--- src/sgx_pkg.sv ---
package sgx_pkg;

    localparam int NUM_LINES = 16;
    localparam int PORT_W = 8;

    // Pointer codes: base pairs, then the extended pairs and the single output configuration byte.
    localparam logic [7:0] PTR_IN0 = 8'h00;
    localparam logic [7:0] PTR_IN1 = 8'h01;
    localparam logic [7:0] PTR_OUT0 = 8'h02;
    localparam logic [7:0] PTR_OUT1 = 8'h03;
    localparam logic [7:0] PTR_POL0 = 8'h04;
    localparam logic [7:0] PTR_POL1 = 8'h05;
    localparam logic [7:0] PTR_DIR0 = 8'h06;
    localparam logic [7:0] PTR_DIR1 = 8'h07;
    localparam logic [7:0] PTR_DRV0 = 8'h40;
    localparam logic [7:0] PTR_DRV1 = 8'h41;
    localparam logic [7:0] PTR_DRV2 = 8'h42;
    localparam logic [7:0] PTR_DRV3 = 8'h43;
    localparam logic [7:0] PTR_LAT0 = 8'h44;
    localparam logic [7:0] PTR_LAT1 = 8'h45;
    localparam logic [7:0] PTR_PEN0 = 8'h46;
    localparam logic [7:0] PTR_PEN1 = 8'h47;
    localparam logic [7:0] PTR_PSEL0 = 8'h48;
    localparam logic [7:0] PTR_PSEL1 = 8'h49;
    localparam logic [7:0] PTR_MASK0 = 8'h4A;
    localparam logic [7:0] PTR_MASK1 = 8'h4B;
    localparam logic [7:0] PTR_SRC0 = 8'h4C;
    localparam logic [7:0] PTR_SRC1 = 8'h4D;
    localparam logic [7:0] PTR_OCFG = 8'h4F;

    localparam logic [3:0] ADDR_PREFIX_DEF = 4'h4;
    localparam logic [3:0] BYTE_BITS = 4'h8;
    localparam logic [3:0] CNT_ZERO = 4'h0;
    localparam logic [3:0] CNT_ONE = 4'h1;

    typedef struct packed {
        logic [15:0] out;
        logic [15:0] pol;
        logic [15:0] dir;
        logic [31:0] drv;
        logic [15:0] latch;
        logic [15:0] pull_en;
        logic [15:0] pull_up;
        logic [15:0] mask;
        logic [1:0] open_drain;
    } sgx_cfg_t;

    localparam sgx_cfg_t CFG_RST = '{
        out: 16'hFFFF,
        pol: 16'h0000,
        dir: 16'hFFFF,
        drv: 32'hFFFFFFFF,
        latch: 16'h0000,
        pull_en: 16'hFFFF,
        pull_up: 16'hFFFF,
        mask: 16'hFFFF,
        open_drain: 2'h0
    };

    typedef enum logic [3:0] {
        ST_IDLE = 4'b0000,
        ST_ADDR = 4'b0001,
        ST_ADDR_ACK = 4'b0010,
        ST_CMD = 4'b0011,
        ST_CMD_ACK = 4'b0100,
        ST_WR = 4'b0101,
        ST_WR_ACK = 4'b0110,
        ST_RD = 4'b0111,
        ST_RD_ACK = 4'b1000
    } sgx_state_t;

endpackage

--- src/sgx_core.sv ---
// Behaviour
// - Alert pin pulls low while any unmasked input differs from its input register.
// - All per-line interrupt masks are set after reset.
// - Reset loads every register default and returns the bus machine to idle.
// - Three strap inputs form the low three bits of the slave address.
// - After reset every line is an input with its pull-up enabled.
// - Sixteen lines with input, output, polarity and direction byte pairs.
// - Each bank selects push-pull or open-drain output drive.
// - A read-only source register shows which lines cause the alert.
// - Each output line holds a two-bit drive strength setting.
// - A latched line keeps its captured change until its input port is read.
// - Each line has a pull resistor enable bit.
// - Each line has a pull-up or pull-down select bit.
// - A set mask bit keeps that line from raising the alert.
// - Address byte bit zero set means read, clear means write.
// - The byte after the address is stored as the register pointer.
// - Pointers 00h to 07h select input, output, polarity, direction pairs.
`timescale 1ns/1ps
module sgx_core
#(
    parameter logic [3:0] ADDR_PREFIX = sgx_pkg::ADDR_PREFIX_DEF
)
(
    input wire logic MCLK,
    input wire logic SYS_RST,
    input wire logic SCL_I,
    input wire logic SDA_I,
    output logic SDA_O,
    output logic SDA_OE,
    input wire logic SLAVE_ADDR_STRAP_LSB,
    input wire logic SLAVE_ADDR_STRAP_MID,
    input wire logic SLAVE_ADDR_STRAP_MSB,
    input wire logic [sgx_pkg::NUM_LINES-1:0] GPIO_I,
    output logic [sgx_pkg::NUM_LINES-1:0] GPIO_O,
    output logic [sgx_pkg::NUM_LINES-1:0] GPIO_OE,
    output logic [2*sgx_pkg::NUM_LINES-1:0] GPIO_DRIVE,
    output logic [sgx_pkg::NUM_LINES-1:0] GPIO_PULL_EN,
    output logic [sgx_pkg::NUM_LINES-1:0] GPIO_PULL_UP,
    output logic ALERT_N_O,
    output logic ALERT_N_OE
);
    import sgx_pkg::*;

    // Pins are asynchronous to MCLK; the first stage is read only by the second.
    logic [1:0] scl_s1, scl_s2, sda_s1, sda_s2;
    logic [2:0] strap_s1, strap_s2;
    logic [15:0] gpio_s1, gpio_s2;
    logic scl_d, sda_d;

    always_ff @(posedge MCLK)
    begin
        scl_s1 <= {scl_s1[0], SCL_I};
        sda_s1 <= {sda_s1[0], SDA_I};
        strap_s1 <= {SLAVE_ADDR_STRAP_MSB, SLAVE_ADDR_STRAP_MID, SLAVE_ADDR_STRAP_LSB};
        gpio_s1 <= GPIO_I;
        scl_s2 <= {scl_s2[0], scl_s1[1]};
        sda_s2 <= {sda_s2[0], sda_s1[1]};
        strap_s2 <= strap_s1;
        gpio_s2 <= gpio_s1;
    end

    assign scl_d = scl_s2[1];
    assign sda_d = sda_s2[1];

    logic scl_rise, scl_fall, bus_start, bus_stop;
    assign scl_rise = scl_s2[1] & ~scl_s2[0] ? 1'b0 : (~scl_s2[1] & scl_s2[0]);
    assign scl_fall = scl_s2[1] & ~scl_s2[0];
    assign bus_start = scl_d & scl_s2[0] & sda_s2[1] & ~sda_s2[0];
    assign bus_stop = scl_d & scl_s2[0] & ~sda_s2[1] & sda_s2[0];

    sgx_state_t state_reg, state_next;
    sgx_cfg_t cfg_reg, cfg_next;
    logic [3:0] cnt_reg, cnt_next;
    logic [7:0] sh_reg, sh_next, tx_reg, tx_next, ptr_reg, ptr_next;
    logic rw_reg, rw_next, oe_reg, oe_next, alert_reg, alert_next;
    logic [15:0] in_reg, in_next, lat_pend_reg, lat_pend_next, lat_val_reg, lat_val_next;
    logic [15:0] cur, rep, int_src, rd_clr;
    logic [6:0] my_addr;

    assign my_addr = {ADDR_PREFIX, strap_s2};
    assign cur = gpio_s2 ^ cfg_reg.pol;
    // A latched line reports its captured value until its port is read.
    assign rep = (lat_pend_reg & lat_val_reg) | (~lat_pend_reg & cur);
    assign int_src = (rep ^ in_reg) & ~cfg_reg.mask;

    function automatic logic [7:0] rd_byte(input logic [7:0] p, input logic [15:0] r,
                                           input sgx_cfg_t c, input logic [15:0] s);
        logic [7:0] v;
        v = 8'h00;
        case (p)
            PTR_IN0: v = r[7:0];
            PTR_IN1: v = r[15:8];
            PTR_OUT0: v = c.out[7:0];
            PTR_OUT1: v = c.out[15:8];
            PTR_POL0: v = c.pol[7:0];
            PTR_POL1: v = c.pol[15:8];
            PTR_DIR0: v = c.dir[7:0];
            PTR_DIR1: v = c.dir[15:8];
            PTR_DRV0: v = c.drv[7:0];
            PTR_DRV1: v = c.drv[15:8];
            PTR_DRV2: v = c.drv[23:16];
            PTR_DRV3: v = c.drv[31:24];
            PTR_LAT0: v = c.latch[7:0];
            PTR_LAT1: v = c.latch[15:8];
            PTR_PEN0: v = c.pull_en[7:0];
            PTR_PEN1: v = c.pull_en[15:8];
            PTR_PSEL0: v = c.pull_up[7:0];
            PTR_PSEL1: v = c.pull_up[15:8];
            PTR_MASK0: v = c.mask[7:0];
            PTR_MASK1: v = c.mask[15:8];
            PTR_SRC0: v = s[7:0];
            PTR_SRC1: v = s[15:8];
            PTR_OCFG: v = {6'h00, c.open_drain};
            default: v = 8'h00;
        endcase
        return v;
    endfunction

    always_comb
    begin
        logic [7:0] p;
        p = 8'h00;
        state_next = state_reg;
        cfg_next = cfg_reg;
        cnt_next = cnt_reg;
        sh_next = sh_reg;
        tx_next = tx_reg;
        ptr_next = ptr_reg;
        rw_next = rw_reg;
        oe_next = oe_reg;
        rd_clr = 16'h0000;
        if (bus_stop)
        begin
            state_next = ST_IDLE;
            oe_next = 1'b0;
        end
        else if (bus_start)
        begin
            state_next = ST_ADDR;
            cnt_next = CNT_ZERO;
            oe_next = 1'b0;
        end
        else if (scl_rise && (state_reg == ST_ADDR || state_reg == ST_CMD
                 || state_reg == ST_WR) && cnt_reg != BYTE_BITS)
        begin
            sh_next = {sh_reg[6:0], sda_d};
            cnt_next = cnt_reg + CNT_ONE;
        end
        else if (scl_rise && state_reg == ST_RD_ACK && sda_d)
        begin
            state_next = ST_IDLE; // Master NACK ends the read.
        end
        else if (scl_fall)
        begin
            case (state_reg)
                ST_ADDR:
                    if (cnt_reg == BYTE_BITS)
                    begin
                        if (sh_reg[7:1] == my_addr)
                        begin
                            state_next = ST_ADDR_ACK;
                            rw_next = sh_reg[0];
                            oe_next = 1'b1;
                        end
                        else
                            state_next = ST_IDLE;
                    end
                ST_ADDR_ACK:
                    if (rw_reg)
                    begin
                        p = ptr_reg;
                        tx_next = rd_byte(p, rep, cfg_reg, int_src);
                        oe_next = ~tx_next[7];
                        cnt_next = CNT_ONE;
                        state_next = ST_RD;
                    end
                    else
                    begin
                        oe_next = 1'b0;
                        cnt_next = CNT_ZERO;
                        state_next = ST_CMD;
                    end
                ST_CMD:
                    if (cnt_reg == BYTE_BITS)
                    begin
                        ptr_next = sh_reg;
                        oe_next = 1'b1;
                        state_next = ST_CMD_ACK;
                    end
                ST_CMD_ACK, ST_WR_ACK:
                begin
                    if (state_reg == ST_WR_ACK)
                        ptr_next = {ptr_reg[7:1], ~ptr_reg[0]};
                    oe_next = 1'b0;
                    cnt_next = CNT_ZERO;
                    state_next = ST_WR;
                end
                ST_WR:
                    if (cnt_reg == BYTE_BITS)
                    begin
                        oe_next = 1'b1;
                        state_next = ST_WR_ACK;
                        case (ptr_reg)
                            PTR_OUT0: cfg_next.out[7:0] = sh_reg;
                            PTR_OUT1: cfg_next.out[15:8] = sh_reg;
                            PTR_POL0: cfg_next.pol[7:0] = sh_reg;
                            PTR_POL1: cfg_next.pol[15:8] = sh_reg;
                            PTR_DIR0: cfg_next.dir[7:0] = sh_reg;
                            PTR_DIR1: cfg_next.dir[15:8] = sh_reg;
                            PTR_DRV0: cfg_next.drv[7:0] = sh_reg;
                            PTR_DRV1: cfg_next.drv[15:8] = sh_reg;
                            PTR_DRV2: cfg_next.drv[23:16] = sh_reg;
                            PTR_DRV3: cfg_next.drv[31:24] = sh_reg;
                            PTR_LAT0: cfg_next.latch[7:0] = sh_reg;
                            PTR_LAT1: cfg_next.latch[15:8] = sh_reg;
                            PTR_PEN0: cfg_next.pull_en[7:0] = sh_reg;
                            PTR_PEN1: cfg_next.pull_en[15:8] = sh_reg;
                            PTR_PSEL0: cfg_next.pull_up[7:0] = sh_reg;
                            PTR_PSEL1: cfg_next.pull_up[15:8] = sh_reg;
                            PTR_MASK0: cfg_next.mask[7:0] = sh_reg;
                            PTR_MASK1: cfg_next.mask[15:8] = sh_reg;
                            PTR_OCFG: cfg_next.open_drain = sh_reg[1:0];
                            default: cfg_next = cfg_reg;
                        endcase
                    end
                ST_RD:
                    if (cnt_reg == BYTE_BITS)
                    begin
                        oe_next = 1'b0;
                        state_next = ST_RD_ACK;
                    end
                    else
                    begin
                        oe_next = ~tx_reg[6];
                        tx_next = {tx_reg[6:0], 1'b0};
                        cnt_next = cnt_reg + CNT_ONE;
                    end
                ST_RD_ACK:
                begin
                    p = {ptr_reg[7:1], ~ptr_reg[0]};
                    ptr_next = p;
                    tx_next = rd_byte(p, rep, cfg_reg, int_src);
                    oe_next = ~tx_next[7];
                    cnt_next = CNT_ONE;
                    state_next = ST_RD;
                end
                default: state_next = ST_IDLE;
            endcase
        end
        // Loading an input port byte counts as reading that port.
        if (state_next == ST_RD && state_reg != ST_RD && p[7:1] == PTR_IN0[7:1])
            rd_clr = p[0] ? 16'hFF00 : 16'h00FF;
    end

    always_comb
    begin
        // A new latched change in the same cycle as a read survives the clear.
        in_next = (in_reg & ~rd_clr) | (rep & rd_clr);
        lat_pend_next = (lat_pend_reg & ~rd_clr)
                      | (cfg_reg.latch & ~lat_pend_reg & (cur ^ in_reg));
        lat_val_next = (lat_pend_reg & lat_val_reg) | (~lat_pend_reg & cur);
        alert_next = |int_src;
    end

    always_ff @(posedge MCLK)
    begin
        if (SYS_RST)
        begin
            state_reg <= ST_IDLE;
            cfg_reg <= CFG_RST;
            cnt_reg <= CNT_ZERO;
            sh_reg <= 8'h00;
            tx_reg <= 8'h00;
            ptr_reg <= PTR_IN0;
            rw_reg <= 1'b0;
            oe_reg <= 1'b0;
            in_reg <= 16'h0000;
            lat_pend_reg <= 16'h0000;
            lat_val_reg <= 16'h0000;
            alert_reg <= 1'b0;
        end
        else
        begin
            state_reg <= state_next;
            cfg_reg <= cfg_next;
            cnt_reg <= cnt_next;
            sh_reg <= sh_next;
            tx_reg <= tx_next;
            ptr_reg <= ptr_next;
            rw_reg <= rw_next;
            oe_reg <= oe_next;
            in_reg <= in_next;
            lat_pend_reg <= lat_pend_next;
            lat_val_reg <= lat_val_next;
            alert_reg <= alert_next;
        end
    end

    // Open-drain banks only sink; a high output is left to the external pull.
    genvar g;
    generate
        for (g = 0; g < NUM_LINES; g++)
        begin : g_line
            assign GPIO_OE[g] = ~cfg_reg.dir[g]
                & (~cfg_reg.open_drain[g / PORT_W] | ~cfg_reg.out[g]);
        end
    endgenerate

    assign GPIO_O = cfg_reg.out;
    assign GPIO_DRIVE = cfg_reg.drv;
    assign GPIO_PULL_EN = cfg_reg.pull_en;
    assign GPIO_PULL_UP = cfg_reg.pull_up;
    assign SDA_O = 1'b0;
    assign SDA_OE = oe_reg;
    assign ALERT_N_O = 1'b0;
    assign ALERT_N_OE = alert_reg;

    chk_alert_follow: assert property (@(posedge MCLK) disable iff (SYS_RST)
        (|int_src) |=> ALERT_N_OE)
        else $error("alert not raised for unmasked change");
    chk_mask_reset: assert property (@(posedge MCLK)
        $fell(SYS_RST) |-> (cfg_reg.mask == CFG_RST.mask && !ALERT_N_OE))
        else $error("masks not set after reset");
    chk_reset_idle: assert property (@(posedge MCLK)
        $fell(SYS_RST) |-> (state_reg == ST_IDLE && ptr_reg == PTR_IN0 && !SDA_OE))
        else $error("bus machine not idle after reset");
    chk_addr_match: assert property (@(posedge MCLK) disable iff (SYS_RST)
        (state_reg == ST_ADDR && state_next == ST_ADDR_ACK) |-> sh_reg[7:1] == my_addr)
        else $error("acknowledged a foreign address");
    chk_pull_reset: assert property (@(posedge MCLK)
        $fell(SYS_RST) |-> (GPIO_OE == 16'h0000 && GPIO_PULL_EN == 16'hFFFF
                            && GPIO_PULL_UP == 16'hFFFF))
        else $error("lines not inputs with pull-ups after reset");
    chk_open_drain: assert property (@(posedge MCLK) disable iff (SYS_RST)
        cfg_reg.open_drain[0] |-> (GPIO_OE[7:0] & cfg_reg.out[7:0]) == 8'h00)
        else $error("open-drain bank drives high");
    chk_mask_gate: assert property (@(posedge MCLK) disable iff (SYS_RST)
        (int_src & cfg_reg.mask) == 16'h0000)
        else $error("masked line reaches source");
    chk_latch_hold: assert property (@(posedge MCLK) disable iff (SYS_RST)
        (lat_pend_reg[0] && rd_clr[0] == 1'b0) |=> (lat_pend_reg[0]
            && lat_val_reg[0] == $past(lat_val_reg[0])))
        else $error("latched change lost before read");
    chk_ptr_store: assert property (@(posedge MCLK) disable iff (SYS_RST)
        (state_reg == ST_CMD && state_next == ST_CMD_ACK) |=> ptr_reg == $past(sh_reg))
        else $error("pointer not taken from command byte");
    chk_polarity: assert property (@(posedge MCLK) disable iff (SYS_RST)
        !lat_pend_reg[3] |-> rep[3] == (gpio_s2[3] ^ cfg_reg.pol[3]))
        else $error("polarity inversion wrong");
endmodule

--- config.mk ---
export PLATFORM = sky130hd
export DESIGN_NAME = sgx_core
export DESIGN_NICKNAME = d
export VERILOG_FILES = /design/src/sgx_pkg.sv /design/src/sgx_core.sv
export SDC_FILE = /design/constraint.sdc
export NUM_CORES = 1
export LEC_CHECK = 0
export ABC_AREA = 1
export BUFFER_PORTS_ARGS = -buffer_cell sky130_fd_sc_hd__buf_2
export CORE_AREA = 2 2 215 196
export CTS_CLUSTER_SIZE = 8
export DETAILED_ROUTE_END_ITERATION = 8
export DIE_AREA = 0 0 217 198
export SLEW_MARGIN = 0
export SYNTH_ARGS = -nofsm -noshare
export SYNTH_HDL_FRONTEND = slang
export SYNTH_SLANG_ARGS = --single-unit
--- constraint.sdc ---
create_clock -name MCLK -period 3.2 [get_ports MCLK]
set_input_delay 0.64 -clock MCLK [delete_from_list [all_inputs] [get_ports MCLK]]
set_output_delay 0.64 -clock MCLK [all_outputs]
set_load 0.02 [all_outputs]
==> impl_results.md <==
* Worst-skew pair later-pin latency at ~540 ps
* Share of cells above drive strength 1 at 0.110
* HP Class: in2reg
* Final #Nets at between 2000 and 2500
* Period utilisation layout at 0.891
* Total CTS buffers at 40
* Vias per cell at between 5 and 6
* Die H at between 150 and 200 um
* Crit-path cells: inv_1, ha_1, nand2_1, nor2_1, nand3_1, nor2_4, inv_1, nor3_1, o21ai_0, a21oi_1
* Clk buf depth at 3
* Starting Density at 0.343
* Max stage delay on crit path at between 600 and 700 ps
* CP endpoint kind: register
* Root Driver: clkbuf_16
* Register area at 5490 um^2
* Crit path time final at 2850 ps
* Critical path peak fanout at 7
* Delay-heaviest family, CP: simple AND/OR/NAND/NOR gates
* Critical Path AT at 3310 ps
* Die Width at ~220 um
* CTS sink cnt at about 270
* Post-route setup TNS at 0 ps
* Outcome: finished clean
* Post-Synthesis Cells at 2124
* Ys async rst share at 0
* Total GRT Usage at 0.261
* FMAX at around 350 MHz
* Main flop type after synthesis: dfxtp_1
* Synth warn at 0
* Crit start category: register
* DRT antenna net count at 0
* Antenna violations before repair at 1
* Yosys cell types at 39
* Die footprint at 43000 um^2
* EDFF count, synth at 0
* IO Pins at approximately 120
* Synth top area share at 0.389
* Placed Cells incl. Taps at approximately 2700
* Routed WL at approximately 57000 um
* Most common cell on crit path: inv_1
* Multi-input combinational cell area at roughly 6900 um^2
* Post-CTS Setup Inserts at 0
* RSZ-0062 raised after global routing: false
* Setup slack, reg-to-reg at 350 ps
* Initial drt markers at approximately 1700
* Flops & latches, synth at 274
* Clock transition at path regs at roughly 50 ps
* Final hold violations at 0
* P&R area growth vs syn at 11.4%
* # hold bufs at CTS at 0
* First-pass GRT wire length at approximately 83000 um
* Fillers at roughly 4400
* Htree depth at 2
* Number of iterations in the first detailed-routing pass at 8
* Setup Crit Path Kind: reg2reg
* Gpl congestion at slightly above 1
* Place WS at approximately 250 ps
* Avg WL per Cell at 21.1 um
* Peak supply drop at approximately 0.00034 V
* Headroom to the max-slew limit at 0.233
* Register area share after synthesis at 0.389
* Cell row count at between 70 and 80
* Clock skew at 22.7 ps
* Min setup slack post-route at roughly 350 ps
* Slew Limit Fails at 0
* PD cells at roughly 480 nW/um^2
* Endpoints failing setup at 0
* Via Count at 14300
* TritonCTS clock tree: yes
* Post-synthesis average cell area at about 6.6 um^2
* Synth Cell Area at approximately 14000 um^2
* WP data required at around 3700 ps
* Core footprint at a little over 40000 um^2
* Max cap viols at 0
* Hpwl dp at about 43000 um
* Synth top area cells: dfxtp_1 (39%), nand2_1 (18%), o211ai_1 (6.5%), nor2_1 (6.4%), inv_1 (4.7%)
* Gr ovfl total at 0
* Largest net degree at the start of global routing at 84
* WP buf/inv at 2
* Most numerous cell in the Yosys netlist: nand2_1
* Vias in the first global route at about 13000
* Drt drc at 0
* Largest register FFs at 66
* Synth area leader: dfxtp_1
* Worst-Margin Slew at around 1100 ps
* Final cell count without fillers at between 2000 and 3000
* Crit-path slowest cell: nor3_1
* Commonest cells in the netlist: nand2_1 (688), dfxtp_1 (274), nor2_1 (239), inv_1 (177), nand3_1 (125)
* PortBufs at 120
* Pleak at slightly below 8 nW
==> worst register-to-register path: cells and delay by family, from the launching register on <==
| kind | cells | cell delay [ps] |
|---|---|---|
| and+or+nand+nor | 5 | 1610 |
| buffers and inverters | 2 | 390 |
| DFF | 1 | 310 |
| AOI/OAI and AO/OA | 2 | 280 |
| adders and majority gates | 1 | 180 |
==> cell usage in the layout (no fill, tap or decap), types with 13 or more instances in the layout <==
master     instances
nand3_1          125
buf_4             30
xor2_1            13
dfxtp_1          274
a21oi_1          105
buf_2            120
nor2_1           238
o211ai_1         122
or2_2             14
o21ai_0           76
clkbuf_16         41
nand4_1           34
nand2_1          688
inv_1            176
o21ai_1           15
==> cell type report <==
cell class,count,share of cell area
Inverter,184,0.0441
Timing Repair Buffer,151,0.0539
Clock inverter,2,0.00112
Antenna cell,1,0.000159
Tap cell,547,0.0436
Sequential cell,274,0.349
Multi-Input combinational cell,1497,0.441
Clock buffer,46,0.0672
==> cell families (layout without fill, tap and decap cells) <==
kind of cell,Yosys count,count (layout),synth area share
flops,274,274,0.389
fa+ha+maj,2,2,0.00178
compound gates,339,339,0.146
xor+xnor,19,19,0.0118
other cells,1,3,0.000266
simple gates,1135,1135,0.330
buf+inv,354,383,0.120
==> metal layers <==
layer  wire length (um)  global-route usage  vias to the layer above  share of wire
li1                   -                   -                     6838              -
met1              25500               0.367                     6641           0.45
met2              23200               0.375                      739           0.41
met3               6340              0.0757                      110           0.11
met4               2040              0.0946                        0          0.036
met5                  0                   0                        -              0
==> final timing paths <==
path,start,endpoint,depth (start not counted)
setup reg to reg,cnt_reg[0],cfg_reg[0],10
setup / recovery,cnt_reg[0],cfg_reg[0],10
hold reg to reg,sda_s1[1],sda_s2[0],0
hold / removal,SCL_I,scl_s1[0],1
==> per-stage QoR <==
| step | util | hold slack [ps] | power (mW) | instance area (um^2) |
|---|---|---|---|---|
| global route | 0.383 | 185 | 7.87 | 15700 |
| detailed placement | 0.356 | 312 | 3.89 | 14600 |
| finish | 0.383 | 201 | 7.59 | 15700 |
| global placement | 0.356 | 312 | 3.89 | 14600 |
| CTS | 0.382 | 180 | 7.66 | 15700 |
| floorplan | - | 310 | 3.77 | 14100 |
==> power by group <==
part           leakage [nW]  total, mW  switching (mW)  internal, mW
Sequential             2.23       3.50          0.0279          3.47
Clock                 0.526       3.77            1.48          2.29
Combinational          4.95      0.327           0.238        0.0892
Total                  7.71       7.59            1.75          5.85
==> repair_timing <==
item,CTS,global route
setup endpoints to repair,0,2
resized for setup,0,1
hold endpoints to repair,0,0
Note: power is estimated with default switching activity, not from simulation.
